<file path="config.mk">
export PLATFORM = sky130hd
export DESIGN_NAME = fepc_dev_flat
export DESIGN_NICKNAME = d
export VERILOG_FILES = /design/src/fepc_pkg.sv /design/src/fepc_if.sv /design/src/fepc_dev.sv /design/src/fepc_sync.sv /design/src/flat_wrapper.sv
export SDC_FILE = /design/constraint.sdc
export NUM_CORES = 1
export LEC_CHECK = 0
export BUFFER_PORTS_ARGS = -buffer_cell sky130_fd_sc_hd__buf_2
export CAP_MARGIN = 30
export CELL_PAD_IN_SITES_DETAIL_PLACEMENT = 0
export CELL_PAD_IN_SITES_GLOBAL_PLACEMENT = 1
export CORE_MARGIN = 8
export CORE_UTILIZATION = 50
export CTS_CLUSTER_SIZE = 12
export DETAILED_ROUTE_END_ITERATION = 7
export PLACE_DENSITY = 0.81
export SLEW_MARGIN = 20
export SYNTH_ARGS = -nofsm -noshare
export SYNTH_HDL_FRONTEND = slang
export SYNTH_SLANG_ARGS = --single-unit
export TNS_END_PERCENT = 30
</file>
<file path="constraint.sdc">
create_clock -name CLK -period 2.9 [get_ports CLK]
set_input_delay 0.435 -clock CLK [delete_from_list [all_inputs] [get_ports CLK]]
set_output_delay 0.435 -clock CLK [all_outputs]
set_load 0.005 [all_outputs]
</file>
<file path="src/fepc_pkg.sv">
//==============================================================================
// fepc_pkg - shared constants for the erase and power command link
//==============================================================================
// Purpose: opcodes, frame lengths, status layout and timing counts
// Assumes: CLK at 40 MHz, link in clock mode 0, MSB first
// Notes:   opcode values and cycle durations are plain defaults
package fepc_pkg;

	localparam logic [7:0] OP_UNLOCK    = 8'h1a;
	localparam logic [7:0] OP_WIPE_BLK  = 8'h2b;
	localparam logic [7:0] OP_WIPE_ALL  = 8'h3c;
	localparam logic [7:0] OP_SLEEP     = 8'h4d;
	localparam logic [7:0] OP_WAKE      = 8'h5e;
	localparam logic [7:0] OP_RD_STATUS = 8'h6f;
	localparam logic [7:0] OP_RD_LOCK   = 8'h70;

	localparam logic [5:0] LEN_OPCODE   = 6'h08;
	localparam logic [5:0] LEN_ADDR     = 6'h20;
	localparam logic [5:0] LEN_RD_STAT  = 6'h10;
	localparam logic [5:0] LEN_RD_LOCK  = 6'h28;

	localparam int ST_BUSY   = 0;
	localparam int ST_WEL    = 1;
	localparam int ST_BP_LSB = 2;
	localparam int SECT_LSB  = 16;
	localparam int LK_DOWN   = 1;
	localparam int LK_WRITE  = 0;
	localparam logic LOCK_DOWN_RST  = 1'b0;
	localparam logic WRITE_LOCK_RST = 1'b0;

	localparam int CLK_NS                   = 25;
	localparam int SLEEP_ENTRY_DELAY_NS     = 3000;
	localparam int WAKE_DELAY_NS            = 3000;
	localparam int WRITE_INHIBIT_DELAY_MS   = 1;
	localparam int SELECT_AFTER_POWER_DELAY_US = 30;
	localparam int SLEEP_ENTRY_CYC = (SLEEP_ENTRY_DELAY_NS + CLK_NS - 1) / CLK_NS;
	localparam int WAKE_CYC        = (WAKE_DELAY_NS + CLK_NS - 1) / CLK_NS;
	localparam int INHIBIT_CYC     = (WRITE_INHIBIT_DELAY_MS * 1000000) / CLK_NS;
	localparam int SELECT_CYC      = (SELECT_AFTER_POWER_DELAY_US * 1000 + CLK_NS - 1) / CLK_NS;
	localparam int WIPE_BLK_CYC    = 2000;
	localparam int WIPE_ALL_CYC    = 4000;
	localparam int INH_W           = 19;
	localparam int CNT_W           = 16;

	localparam logic [3:0]  SCK_HALF_CYC = 4'h8;
	localparam int          SYNC_MARGIN  = 4;
	localparam logic [CNT_W-1:0] GAP_CYC = 16'h0010;

endpackage

</file>
<file path="src/fepc_if.sv">
//==============================================================================
// fepc_if - serial link between host controller and flash command logic
//==============================================================================
// Purpose: carries select, serial clock, serial in and serial out
// Assumes: host makes the clock; all wires single direction
// Notes:   no tristate, serial out is always driven
interface fepc_if;
	logic s_n;
	logic sck;
	logic serial_in_line;
	logic serial_out;

	modport dev (
		input  s_n,
		input  sck,
		input  serial_in_line,
		output serial_out
	);

	modport host (
		output s_n,
		output sck,
		output serial_in_line,
		input  serial_out
	);
endinterface

</file>
<file path="src/fepc_dev.sv">
//==============================================================================
// fepc_dev - erase and power-down command logic of the flash end
//==============================================================================
// Purpose: decode wipe, unlock, sleep and wake frames, time the cycles
// Assumes: NRST is the power-on reset; link pins are asynchronous
// Notes:   array erase itself is requested on WIPE_GO, timing is internal
module fepc_dev
	import fepc_pkg::*;
#(
	parameter int INHIBIT_CYCLES = INHIBIT_CYC
) (
	input  wire logic       CLK,
	input  wire logic       NRST,
	fepc_if.dev             LINK,
	input  wire logic [2:0] BLOCK_PROTECT,
	output logic            WIPE_GO,
	output logic            WIPE_ALL,
	output logic [5:0]      WIPE_SECTOR,
	output logic            BUSY,
	output logic            WRITE_ENABLE_LATCH,
	output logic            STANDBY,
	output logic            SLEEPING
);
	typedef enum logic [1:0] {MD_STBY, MD_ENTER, MD_SLEEP, MD_WAKE} fepc_mode_e;

	//==========================================================================
	// link sampling
	//==========================================================================
	logic [2:0]       pins_s;
	logic             cs_s;
	logic             sck_s;
	logic             si_s;
	logic             cs_prev_reg;
	logic             sck_prev_reg;

	fepc_sync #(.W(3)) u_sync (
		.CLK  (CLK),
		.NRST (NRST),
		.D    ({~LINK.s_n, LINK.sck, LINK.serial_in_line}),
		.Q    (pins_s)
	);
	// select is carried inverted so the flops' reset level reads as deselected
	assign cs_s  = ~pins_s[2];
	assign sck_s = pins_s[1];
	assign si_s  = pins_s[0];

	always_ff @(posedge CLK or negedge NRST) begin
		if (!NRST) begin
			cs_prev_reg  <= 1'b1;
			sck_prev_reg <= 1'b0;
		end else begin
			cs_prev_reg  <= cs_s;
			sck_prev_reg <= sck_s;
		end
	end

	logic cs_rise;
	logic sck_rise;
	logic sck_fall;
	assign cs_rise  = cs_s & ~cs_prev_reg;
	assign sck_rise = ~cs_s & sck_s & ~sck_prev_reg;
	assign sck_fall = ~cs_s & ~sck_s & sck_prev_reg;

	//==========================================================================
	// frame shifter
	//==========================================================================
	logic [5:0]       bit_cnt_reg;
	logic [31:0]      shift_reg;
	logic [31:0]      shift_next;
	logic [7:0]       so_shift_reg;
	fepc_mode_e       mode_reg;
	logic             busy_reg;
	logic             wel_reg;
	logic             inhibit_done_reg;

	assign shift_next = {shift_reg[30:0], si_s};

	// bit count saturates so any overlong frame never matches a legal length
	always_ff @(posedge CLK or negedge NRST) begin
		if (!NRST) begin
			bit_cnt_reg <= 6'h00;
			shift_reg   <= 32'h00000000;
		end else if (cs_s) begin
			bit_cnt_reg <= 6'h00;
		end else if (sck_rise) begin
			shift_reg <= shift_next;
			if (bit_cnt_reg != 6'h3f) begin
				bit_cnt_reg <= bit_cnt_reg + 6'h01;
			end
		end
	end

	function automatic logic [7:0] status_byte(input logic [2:0] bp, input logic write_enable_latch,
			input logic busy);
		logic [7:0] s;
		s = 8'h00;
		s[ST_BUSY] = busy;
		s[ST_WEL] = write_enable_latch;
		s[ST_BP_LSB +: 3] = bp;
		return s;
	endfunction

	function automatic logic [7:0] lock_byte();
		logic [7:0] l;
		l = 8'h00;
		l[LK_DOWN] = LOCK_DOWN_RST;
		l[LK_WRITE] = WRITE_LOCK_RST;
		return l;
	endfunction

	// read data only while awake; asleep the output stays low
	always_ff @(posedge CLK or negedge NRST) begin
		if (!NRST) begin
			so_shift_reg    <= 8'h00;
			LINK.serial_out <= 1'b0;
		end else if (sck_rise && mode_reg == MD_STBY) begin
			if (bit_cnt_reg == LEN_OPCODE - 6'h01 && shift_next[7:0] == OP_RD_STATUS) begin
				so_shift_reg <= status_byte(BLOCK_PROTECT, wel_reg, busy_reg);
			end else if (bit_cnt_reg == LEN_ADDR - 6'h01 && shift_next[31:24] == OP_RD_LOCK) begin
				so_shift_reg <= lock_byte();
			end
		end else if (sck_fall) begin
			LINK.serial_out <= so_shift_reg[7];
			so_shift_reg    <= {so_shift_reg[6:0], 1'b0};
		end
	end

	//==========================================================================
	// decode at select rise
	//==========================================================================
	function automatic logic sector_protected(input logic [2:0] bp, input logic [5:0] sect);
		logic [6:0] first;
		first = 7'h40 - (7'h01 << (bp - 3'h1));
		if (bp == 3'h0) begin
			return 1'b0;
		end
		return ({1'b0, sect} >= first) || (bp == 3'h7);
	endfunction

	logic       len8;
	logic       len32;
	logic       can_write;
	logic [5:0] sector;
	logic       do_unlock;
	logic       do_all;
	logic       do_blk;
	logic       do_sleep;
	logic       do_wake;

	assign len8      = cs_rise && bit_cnt_reg == LEN_OPCODE;
	assign len32     = cs_rise && bit_cnt_reg == LEN_ADDR;
	assign sector    = shift_reg[SECT_LSB +: 6];
	assign can_write = mode_reg == MD_STBY && !busy_reg && inhibit_done_reg;
	assign do_unlock = len8 && shift_reg[7:0] == OP_UNLOCK && can_write;
	assign do_all    = len8 && shift_reg[7:0] == OP_WIPE_ALL && can_write && wel_reg
			&& BLOCK_PROTECT == 3'h0;
	assign do_blk    = len32 && shift_reg[31:24] == OP_WIPE_BLK && can_write && wel_reg
			&& !sector_protected(BLOCK_PROTECT, sector);
	assign do_sleep  = len8 && shift_reg[7:0] == OP_SLEEP && mode_reg == MD_STBY
			&& !busy_reg;
	assign do_wake   = len8 && shift_reg[7:0] == OP_WAKE && mode_reg == MD_SLEEP
			&& !busy_reg;

	//==========================================================================
	// power-up write inhibit
	//==========================================================================
	logic [INH_W-1:0] inh_cnt_reg;

	always_ff @(posedge CLK or negedge NRST) begin
		if (!NRST) begin
			inh_cnt_reg      <= '0;
			inhibit_done_reg <= 1'b0;
		end else if (!inhibit_done_reg) begin
			inh_cnt_reg <= inh_cnt_reg + 1'b1;
			if (inh_cnt_reg == INH_W'(INHIBIT_CYCLES - 1)) begin
				inhibit_done_reg <= 1'b1;
			end
		end
	end

	//==========================================================================
	// self-timed wipe cycle
	//==========================================================================
	logic [CNT_W-1:0] wipe_cnt_reg;

	always_ff @(posedge CLK or negedge NRST) begin
		if (!NRST) begin
			busy_reg     <= 1'b0;
			wipe_cnt_reg <= '0;
			WIPE_GO      <= 1'b0;
			WIPE_ALL     <= 1'b0;
			WIPE_SECTOR  <= 6'h00;
		end else begin
			WIPE_GO <= 1'b0;
			if (do_all || do_blk) begin
				busy_reg     <= 1'b1;
				wipe_cnt_reg <= '0;
				WIPE_GO      <= 1'b1;
				WIPE_ALL     <= do_all;
				WIPE_SECTOR  <= do_all ? 6'h00 : sector;
			end else if (busy_reg) begin
				wipe_cnt_reg <= wipe_cnt_reg + 1'b1;
				if (wipe_cnt_reg == (WIPE_ALL ? CNT_W'(WIPE_ALL_CYC - 1)
						: CNT_W'(WIPE_BLK_CYC - 1))) begin
					busy_reg <= 1'b0;
				end
			end
		end
	end

	// latch drops at cycle start, well before the cycle ends
	always_ff @(posedge CLK or negedge NRST) begin
		if (!NRST) begin
			wel_reg <= 1'b0;
		end else if (do_unlock) begin
			wel_reg <= 1'b1;
		end else if (do_all || do_blk) begin
			wel_reg <= 1'b0;
		end
	end

	//==========================================================================
	// power mode
	//==========================================================================
	logic [CNT_W-1:0] mode_cnt_reg;

	always_ff @(posedge CLK or negedge NRST) begin
		if (!NRST) begin
			mode_reg     <= MD_STBY;
			mode_cnt_reg <= '0;
		end else begin
			mode_cnt_reg <= mode_cnt_reg + 1'b1;
			case (mode_reg)
				MD_STBY: begin
					if (do_sleep) begin
						mode_reg     <= MD_ENTER;
						mode_cnt_reg <= '0;
					end
				end
				MD_ENTER: begin
					if (mode_cnt_reg == CNT_W'(SLEEP_ENTRY_CYC - 1)) begin
						mode_reg <= MD_SLEEP;
					end
				end
				MD_SLEEP: begin
					if (do_wake) begin
						mode_reg     <= MD_WAKE;
						mode_cnt_reg <= '0;
					end
				end
				MD_WAKE: begin
					if (mode_cnt_reg == CNT_W'(WAKE_CYC - 1)) begin
						mode_reg <= MD_STBY;
					end
				end
				default: mode_reg <= MD_STBY;
			endcase
		end
	end

	//==========================================================================
	// user-side status
	//==========================================================================
	always_ff @(posedge CLK or negedge NRST) begin
		if (!NRST) begin
			BUSY     <= 1'b0;
			WRITE_ENABLE_LATCH      <= 1'b0;
			STANDBY  <= 1'b0;
			SLEEPING <= 1'b0;
		end else begin
			BUSY     <= busy_reg;
			WRITE_ENABLE_LATCH      <= wel_reg;
			STANDBY  <= cs_s && !busy_reg && mode_reg == MD_STBY;
			SLEEPING <= mode_reg == MD_SLEEP;
		end
	end
endmodule

</file>
<file path="src/fepc_sync.sv">
//==============================================================================
// fepc_sync - two flop synchroniser for asynchronous levels
//==============================================================================
// Purpose: bring link pins into the CLK domain
// Assumes: inputs change slower than CLK
// Notes:   only Q may be read by other logic
module fepc_sync #(
	parameter int W = 1
) (
	input  wire logic         CLK,
	input  wire logic         NRST,
	input  wire logic [W-1:0] D,
	output logic      [W-1:0] Q
);
	logic [W-1:0] meta_reg;

	always_ff @(posedge CLK or negedge NRST) begin
		if (!NRST) begin
			meta_reg <= '0;
			Q        <= '0;
		end else begin
			meta_reg <= D;
			Q        <= meta_reg;
		end
	end
endmodule

</file>
<file path="src/flat_wrapper.sv">
// flat-port wrapper written by rule: the top's interface ports become plain ports
module fepc_dev_flat import fepc_pkg::*;
#(
	parameter int INHIBIT_CYCLES = INHIBIT_CYC
)
  (CLK, NRST, BLOCK_PROTECT, WIPE_GO, WIPE_ALL, WIPE_SECTOR, BUSY, WRITE_ENABLE_LATCH, STANDBY, SLEEPING, LINK_s_n, LINK_sck, LINK_serial_in_line, LINK_serial_out);
  fepc_if LINK_i ();
  input  wire logic CLK;
  input  wire logic NRST;
  input  wire logic [2:0] BLOCK_PROTECT;
  output logic WIPE_GO;
  output logic WIPE_ALL;
  output logic [5:0] WIPE_SECTOR;
  output logic BUSY;
  output logic WRITE_ENABLE_LATCH;
  output logic STANDBY;
  output logic SLEEPING;
  input wire logic [$bits(LINK_i.s_n)-1:0] LINK_s_n;
  input wire logic [$bits(LINK_i.sck)-1:0] LINK_sck;
  input wire logic [$bits(LINK_i.serial_in_line)-1:0] LINK_serial_in_line;
  output wire logic [$bits(LINK_i.serial_out)-1:0] LINK_serial_out;
  assign LINK_i.s_n = LINK_s_n;
  assign LINK_i.sck = LINK_sck;
  assign LINK_i.serial_in_line = LINK_serial_in_line;
  assign LINK_serial_out = LINK_i.serial_out;
  fepc_dev #(.INHIBIT_CYCLES(INHIBIT_CYCLES)) u_core (.CLK(CLK), .NRST(NRST), .LINK(LINK_i), .BLOCK_PROTECT(BLOCK_PROTECT), .WIPE_GO(WIPE_GO), .WIPE_ALL(WIPE_ALL), .WIPE_SECTOR(WIPE_SECTOR), .BUSY(BUSY), .WRITE_ENABLE_LATCH(WRITE_ENABLE_LATCH), .STANDBY(STANDBY), .SLEEPING(SLEEPING));
endmodule
</file>
==> metrics.cfg, run 1 <==
[critical_path]
end_kind=register
crit_arrival_ns=2.76
reg2reg_from=u_core.bit_cnt_reg[0]$_DFFE_PN0P_
regToRegEndpoint=u_core.mode_cnt_reg[13]$_DFF_PN0_
critPathKind=in -> reg
rrSetupSlack_ns=0.61
startpoint_type=input port
cp.required_ns=3.19
reg2reg_depth=8
crit_fanout=18

[routing]
drtIter0Drc=184
drt-wirelength-per-cell_um=14.6
drcViolationCount=0
viasPerCell=5.41
final_antenna_net_count=0
wl_um=10100
vias=3763
dr.pass1.iters=4

[place]
gp_congestion=0.809
dp.final_hpwl_um=7060
port_buffers=20

[finish]
largest_reg_flops=32
drive_above_1_share=0.190
syn_to_final_growth_pct=16.1
diodes=0
fillers=969
layout.nets=563

[power]
ir_drop_uv=392
power_density_nw_per_um2=632
p_leak_uw=0.00304

[sta]
tightest_slew_ns=0.646
drv_slew=0
fmax_mhz=405
whs_ns=0.0430
tns_ns=0
setup_viol=0
grt_setup_unrepaired=false
min_period_ns=2.47
post-route-period-util=0.851
max-slew-margin-rel=0.566
hold_violations=0
skew_ns=0.00608

[logic_synthesis]
synth.most_common_cell=dfrtp_1
syn_area_per_cell_um2=11.3
ys_seq_area_frac=0.544
syn_inst=503
yosysTopAreaCellShare=0.539
synthTopCellsByArea=dfrtp_1, mux2_2, xnor2_1
ys_types=52
synth_edf_count=0
synthTopCellsByCount=dfrtp_1, nor2_1, nand2_1, mux2_2, nand3_1
yosysWarnings=0
ys.flop_type=dfrtp_1
syn-cell-area_um2=5660
synth-seq-cells=123
synth_top_cell_by_area=dfrtp_1
synth.net_count=526
async_flop_share=1.00

[floorplan]
dieArea_um2=15000
rows=39
fp.dieH_um=122
io_pins=21
die_w_um=122
initial_core_util=0.505
coreArea_um2=11200

[grt]
overflow=0
grt_max_degree=48
antenna_found_initial=0
grt_pass1_wl_um=18100
grt_pass1_vias=3846
grt_use_total=0.152

[run]
drv_cap=0

[worst_hold_path]
hp-class=in -> async

[cts]
cts-root-buf=clkbuf_16
clock_latency_ns=0.41
numCtsBuffers=17
cts_tree=yes
path_clk_slew_ns=0.05
cts.sinks=123
cts_setup_buffers=0
htreeDepth=4
cts_resized=0
cts_hold_buf=0
clockBufferDepth=2

[status]
status=finished clean

worst max path at each step:
stage	start	endpoint	slack [ns]	cells after the start
after floorplan	BLOCK_PROTECT[1]	u_core.wipe_cnt_reg[6]$_DFFE_PN0P_	0.001	13
after global placement	BLOCK_PROTECT[1]	u_core.wipe_cnt_reg[6]$_DFFE_PN0P_	0.07	12
after detailed placement	BLOCK_PROTECT[1]	u_core.wipe_cnt_reg[7]$_DFFE_PN0P_	0.01	12
after CTS	BLOCK_PROTECT[1]	u_core.wipe_cnt_reg[7]$_DFFE_PN0P_	0.44	12
after global routing	BLOCK_PROTECT[1]	u_core.WIPE_SECTOR[4]$_DFFE_PN0P_	0.28	11
final	BLOCK_PROTECT[1]	u_core.wipe_cnt_reg[5]$_DFFE_PN0P_	0.43	12
layer usage:
| metal | up-vias | wire length [µm] | part of all wire | global-route usage |
|---|---|---|---|---|
| li1 | 1839 | - | - | - |
| met1 | 1857 | 4700 | 0.46 | 0.189 |
| met2 | 54 | 4870 | 0.48 | 0.243 |
| met3 | 13 | 419 | 0.041 | 0.0469 |
| met4 | 0 | 161 | 0.016 | 0.0655 |
| met5 | - | 0 | 0 | 0 |
logic make-up after synthesis:
group	share of synthesized area
buf+inv	0.0228
fa+ha+maj	0.0331
flops	0.544
compound gates	0.0548
simple gates	0.193
xor+xnor	0.0835
mux	0.0694
placed cells by master, fill, tap and decap left out, drive strengths merged, types with 3 or more instances in the layout:
master and n:
dfrtp 122, nor2 53, nand2 41, mux2 34, buf 34, nand3 28
xnor2 27, xor2 27, clkbuf 25, ha 15, nand4 14, a21oi 13
o21ai 13, and3 13, inv 8, nor3 7, and2 6, nor4 6
nor4b 6, nand2b 5, clkinv 5, and4 4, a22oi 4, or2 3
nor4bb 3, or4 3, nor3b 3
final cells by class:
type / instances / area, µm² / area share
clock buffers: 25 / 505 / 0.0769
clock inverters: 7 / 87.6 / 0.0133
inverters: 9 / 33.8 / 0.00514
multi-input cells: 355 / 2450 / 0.374
flip-flops and latches: 123 / 3080 / 0.468
well taps: 143 / 179 / 0.0272
repair buffers: 34 / 233 / 0.0354
critical path, stage by stage:
cell and delay, ns:
buf_2 0.11, and2b_1 0.20, nand2b_1 0.06, ha_1 0.22
xor2_1 0.18, ha_1 0.19, a21o_1 0.15, a2111o_1 0.45
o32ai_4 0.27, a41o_1 0.26, buf_12 0.16, nor2_1 0.05
metrics by stage:
stage | worst slack (ns) | total power [µW] | utilization | instance area [µm²] | instances
2_1_floorplan | 0.00108 | 2020 | - | 5660 | 503
3_3_place_gp | 0.0667 | 2110 | 0.533 | 5980 | 664
3_5_place_dp | 0.0132 | 2120 | 0.533 | 5980 | 664
4_1_cts | 0.438 | 4200 | 0.586 | 6570 | 696
5_1_grt | 0.277 | 4320 | 0.586 | 6570 | 696
6_report | 0.433 | 4150 | 0.586 | 6570 | 696
where the power goes:
part	leakage, µW	internal (µW)	total [µW]	switching, µW
Sequential	0.00156	1790	1870	74.7
Clock	0.000293	1370	2070	697
Combinational	0.00119	111	216	105
Total	0.00304	3280	4150	876
(Power assumes the default switching activity.)
==> run 2: changes to the inputs <==
--- a/config.mk
+++ b/config.mk
@@ -9,11 +9,13 @@
 export CAP_MARGIN = 30
 export CELL_PAD_IN_SITES_DETAIL_PLACEMENT = 0
 export CELL_PAD_IN_SITES_GLOBAL_PLACEMENT = 1
+export CORE_ASPECT_RATIO = 1.25
 export CORE_MARGIN = 8
 export CORE_UTILIZATION = 50
 export CTS_CLUSTER_SIZE = 12
 export DETAILED_ROUTE_END_ITERATION = 7
 export PLACE_DENSITY = 0.81
+export RECOVER_POWER = 25
 export SLEW_MARGIN = 20
 export SYNTH_ARGS = -nofsm -noshare
 export SYNTH_HDL_FRONTEND = slang
==> run 2 against run 1 <==
  * Sequential share of layout area is 0.15 points higher
  * Total power barely moved
  * The run now ends with max-capacitance violations, max-slew violations left
  * Register-to-register slack lost 0.02 ns
  * Via count increased by 0.24%
  * Sequential cell count stayed put
  * Largest cell class unchanged
==> metrics.cfg, run 2 (synthesis results as in run 1) <==
[cts]
cts.sinks=123
numCtsBuffers=17
clock_latency_ns=0.41
cts_tree=yes
htreeDepth=4
cts_resized=0
path_clk_slew_ns=0.05
clockBufferDepth=2
cts-root-buf=clkbuf_16

[place]
gp_congestion=0.819
placedCellCount=656
dp.final_hpwl_um=7140
place_ws_ns=-0.0419
port_buffers=20

[routing]
wl_um=10600
vias=3772
viasPerCell=5.47
dr.pass1.iters=4
final_antenna_net_count=0
drcViolationCount=0
drtIter0Drc=189
drt-wirelength-per-cell_um=15.4

[critical_path]
crit_fanout=18
critPathKind=in -> reg
rrSetupSlack_ns=0.59
cp.required_ns=3.19
cp_slowest_cell=a2111o_1
crit_path_frequent_cell=ha_1
reg2reg_from=u_core.shift_reg[19]$_DFFE_PN0P_
critPathLaunch=BLOCK_PROTECT[1]
crit_arrival_ns=2.81
critPathTopFamily=compound AO/OA/AOI/OAI gates
reg2reg_depth=7
cp.buffers_inverters=2
end_kind=register
crit_cells=12
crit_path_end=u_core.wipe_cnt_reg[6]$_DFFE_PN0P_
regToRegEndpoint=u_core.wipe_cnt_reg[6]$_DFFE_PN0P_
startpoint_type=input port
cp_slowest_stage_delay_ns=0.45
crit_path_cell_trace=buf_2, and2b_1, nand2b_1, ha_1, xor2_1, ha_1, a21o_1, a2111o_1, o32ai_4, a41o_1, buf_12, nor2_1

[power]
comb_power_share=0.053
internal_power_uw=3250
power_density_nw_per_um2=633
power_frac_clock=0.496
ir_drop_uv=348
netSwitchingFraction=0.216
power.switching_uw=896
p_leak_uw=0.00302
p_seq_frac=0.451

[grt]
grt_pass1_vias=3977
grt_use_total=0.154
grt_pass1_wl_um=19000
overflow=0
antenna_found_initial=0
grt_max_degree=63

[finish]
fillers=954
layout.cells.non_filler=689
diodes=0
mostFrequentLayoutCell=dfrtp_1
multi_input_area_um2=2450
seqCellArea_um2=3080
layout_common_cells=dfrtp_1, nor2_1, nand2_1
syn_to_final_growth_pct=15.7
drive_above_1_share=0.182
layout.nets=564
largest_reg_flops=32

[worst_hold_path]
hp-class=in -> reg
hold_depth=1

[sta]
tightest_slew_ns=1.86
hold_violations=0
min_period_ns=2.51
max-slew-margin-rel=-0.237
fmax_mhz=398
setup_viol=0
drv_slew=34
grt_setup_unrepaired=false
setup_ws_ns=0.386
skew_ns=0.00679
post-route-period-util=0.867

[floorplan]
io_pins=21
rows=43
initial_core_util=0.511
die_w_um=111
fp.dieH_um=135
dieArea_um2=15000
coreArea_um2=11100

[status]
status=finished, violations left
violations=max-capacitance violations, max-slew violations

[run]
drv_cap=1

run 2: changes by cell type in the layout (fill, tap and decap cells not counted), sizes merged:
cell and change:
dlygate4sd3 +1, clkbuf +3, buf -3
run 2: routing by layer:
metal,part of all wire,global-route usage,up-vias
li1,-,-,1840
met2,0.49,0.249,41
met1,0.46,0.186,1873
met4,0.018,0.0661,0
met5,0,0,-
met3,0.032,0.0448,18
run 2: cell type report:
type / instances / area share
sequential: 123 / 0.470
multi-input combinational: 355 / 0.375
clock buffer: 25 / 0.0756
timing repair buffer: 35 / 0.0353
tap: 135 / 0.0258
clock inverter: 7 / 0.0134
inverter: 9 / 0.00516
run 2: worst register-to-register path: cells and delay by family (launching register included):
kind	cells	cell delay (ns)
and+or+nand+nor	1	0.05
adders and majority gates	1	0.35
DFF	1	0.42
AOI/OAI and AO/OA	4	1.20
buffers and inverters	1	0.17
run 2: what timing repair did:
item / in CTS / in global routing
hold endpoints to repair: 32 / 0
hold buffers: 1 / 0
buffers inserted: 0 / 0
run 2: worst min-delay path by stage:
| stage | startpoint | end | slack (ns) |
|---|---|---|---|
| after global routing | LINK_sck | u_core.u_sync.meta_reg[1]$_DFF_PN0_ | 0.12 |
| after CTS | LINK_sck | u_core.u_sync.meta_reg[1]$_DFF_PN0_ | 0.11 |
| after floorplan | NRST | u_core.BUSY$_DFF_PN0_ | 0.14 |
| after detailed placement | u_core.u_sync.meta_reg[0]$_DFF_PN0_ | u_core.u_sync.Q[0]$_DFF_PN0_ | 0.33 |
| after global placement | u_core.u_sync.meta_reg[0]$_DFF_PN0_ | u_core.u_sync.Q[0]$_DFF_PN0_ | 0.33 |
| final | LINK_serial_in_line | u_core.u_sync.meta_reg[0]$_DFF_PN0_ | 0.13 |
run 2: stage by stage:
| stage | hold slack, ns | setup TNS, ns | util | total power, µW | instance area (µm²) |
|---|---|---|---|---|---|
| floorplan | 0.139 | 0 | - | 2020 | 5660 |
| global placement | 0.335 | 0 | 0.539 | 2110 | 5970 |
| detailed placement | 0.335 | -0.605 | 0.539 | 2120 | 5970 |
| CTS | 0.110 | 0 | 0.592 | 4200 | 6560 |
| global route | 0.120 | 0 | 0.591 | 4320 | 6550 |
| finish | 0.129 | 0 | 0.591 | 4150 | 6550 |
run 2: power groups by stage:
stage,combinational (µW),clock (µW),sequential [µW]
finish,220,2060,1870
global route,248,2190,1880
CTS,227,2110,1870
detailed placement,223,0,1900
global placement,213,0,1890
floorplan,144,0,1870
==> run 3: changes to the inputs <==
==> constraint.sdc (replaced) <==
create_clock -name CLK -period 2.8 [get_ports CLK]
set_input_delay 0.42 -clock CLK [delete_from_list [all_inputs] [get_ports CLK]]
set_output_delay 0.42 -clock CLK [all_outputs]
set_load 0.005 [all_outputs]
==> run 3 against run 2 <==
  * The run now ends clean
  * Critical path depth is the same
  * Clock-buffer cell count up 1
  * Design area up 0.59%
  * Wire length decreased by 0.48%
  * Worst setup slack worse by 0.0055 ns
  * Non-clock buffer count unchanged
  * Sequential cell count unchanged
  * Clock skew grew 0.0011 ns
  * Global-route usage fell by 0.17 points
  * Final cell count stayed put
  * Sequential share of layout area shrank 0.28 points
  * Via count fell by 0.16%
  * Largest cell class unchanged
==> metrics.cfg, run 3 (synthesis results as in run 1) <==
[cts]
cts.sinks=123
clockBufferDepth=2
cts_hold_buf=0
numCtsBuffers=17
cts_resized=0
cts-root-buf=clkbuf_16
cts_setup_buffers=0
clock_latency_ns=0.41
cts_tree=yes
htreeDepth=4
path_clk_slew_ns=0.05

[grt]
antenna_found_initial=0
grt_use_total=0.152
grt_max_degree=58
grt_pass1_wl_um=18500
grt_pass1_vias=3949
overflow=0

[sta]
drv_slew=0
tns_ns=0
max-slew-margin-rel=0.00987
tightest_slew_ns=1.49
fmax_mhz=413
grt_setup_unrepaired=false
skew_ns=0.00791
post-route-period-util=0.864
setup_viol=0
min_period_ns=2.42
hold_violations=0

[routing]
drcViolationCount=0
viasPerCell=5.47
vias=3766
wl_um=10600
drtIter0Drc=219
dr.pass1.iters=5
final_antenna_net_count=0
drt-wirelength-per-cell_um=15.3

[power]
p_leak_uw=0.00304
power_density_nw_per_um2=668
ir_drop_uv=405

[critical_path]
rrSetupSlack_ns=0.45
startpoint_type=input port
regToRegEndpoint=u_core.wipe_cnt_reg[0]$_DFFE_PN0P_
cp.required_ns=3.09
cp_slowest_stage_delay_ns=0.47
crit_path_cell_trace=buf_2, and2b_1, nand2b_1, ha_2, o211ai_1, o21ai_1, ha_1, a2111o_1, o32ai_4, a41o_1, buf_12, nor2_1
crit_fanout=18
critPathKind=in -> reg
cp_slowest_cell=a2111o_1
critPathTopFamily=compound AO/OA/AOI/OAI gates
reg2reg_from=u_core.bit_cnt_reg[0]$_DFFE_PN0P_
reg2reg_depth=8
crit_arrival_ns=2.71
end_kind=register
cp.buffers_inverters=2

[floorplan]
dieArea_um2=15000
die_w_um=111
fp.dieH_um=135
io_pins=21
rows=43
initial_core_util=0.511
coreArea_um2=11100

[finish]
syn_to_final_growth_pct=16.4
drive_above_1_share=0.190
layout.nets=564
layout_common_cells=dfrtp_1, nor2_1, nand2_1
layout.cells.non_filler=689
diodes=0
mostFrequentLayoutCell=dfrtp_1
largest_reg_flops=32

[worst_hold_path]
hp-class=in -> reg
holdPathEnd=u_core.u_sync.meta_reg[0]$_DFF_PN0_
hold_depth=1
holdCritStartpoint=LINK_serial_in_line

[run]
drv_cap=0

[place]
gp_congestion=0.793
port_buffers=20
dp.final_hpwl_um=7360
placedCellCount=657

[status]
status=finished clean

-- run 3: final cells by class --
cell class	instances	area (µm²)
fill	915	4490
tap	135	169
clock inverter	6	108
inverter	9	33.8
clock buffer	26	509
sequential	123	3080
timing repair buffer	35	234
multi-input combinational	355	2460
-- run 3: worst max path at each step --
stage,start,endpoint,slack (ns),cells past startpoint
after floorplan,BLOCK_PROTECT[1],u_core.wipe_cnt_reg[6]$_DFFE_PN0P_,-0.04,13
after global placement,BLOCK_PROTECT[1],u_core.wipe_cnt_reg[9]$_DFFE_PN0P_,0.02,12
after detailed placement,BLOCK_PROTECT[1],u_core.wipe_cnt_reg[0]$_DFFE_PN0P_,-0.06,12
after CTS,BLOCK_PROTECT[1],u_core.wipe_cnt_reg[0]$_DFFE_PN0P_,0.38,12
after global routing,u_core.bit_cnt_reg[0]$_DFFE_PN0P_,u_core.mode_cnt_reg[12]$_DFF_PN0_,0.22,8
final,BLOCK_PROTECT[1],u_core.wipe_cnt_reg[0]$_DFFE_PN0P_,0.38,12
-- run 3: power by group --
group	switching, µW	internal (µW)
combinational	111	116
clock	724	1510
sequential	76.8	1860
total	912	3490
-- run 3: metrics by stage --
| stage | util | worst slack (ns) | cell area, µm² | power (µW) | hold WS (ns) |
|---|---|---|---|---|---|
| 4_1_cts | 0.595 | 0.381 | 6600 | 4450 | 0.103 |
| 6_report | 0.595 | 0.381 | 6590 | 4400 | 0.119 |
| 3_3_place_gp | 0.540 | 0.0219 | 5980 | 2180 | 0.337 |
| 5_1_grt | 0.595 | 0.221 | 6590 | 4570 | 0.108 |
| 2_1_floorplan | - | -0.0384 | 5670 | 2090 | 0.124 |
| 3_5_place_dp | 0.540 | -0.0566 | 5980 | 2200 | 0.346 |
-- run 3: routing by layer --
layer	vias to the layer above	track usage	routed length, µm
li1	1848	-	-
met5	-	0	0
met1	1853	0.172	4690
met4	0	0.0728	174
met3	15	0.0439	364
met2	50	0.258	5330
-- run 3: worst reg2reg max path: cells and delay by family, from the launching register on --
kind | cells | cell delay [ns]
AOI/OAI and AO/OA | 1 | 0.23
adders and majority gates | 1 | 0.14
buffers and inverters | 2 | 0.24
DFF | 1 | 0.41
and+or+nand+nor | 4 | 1.22
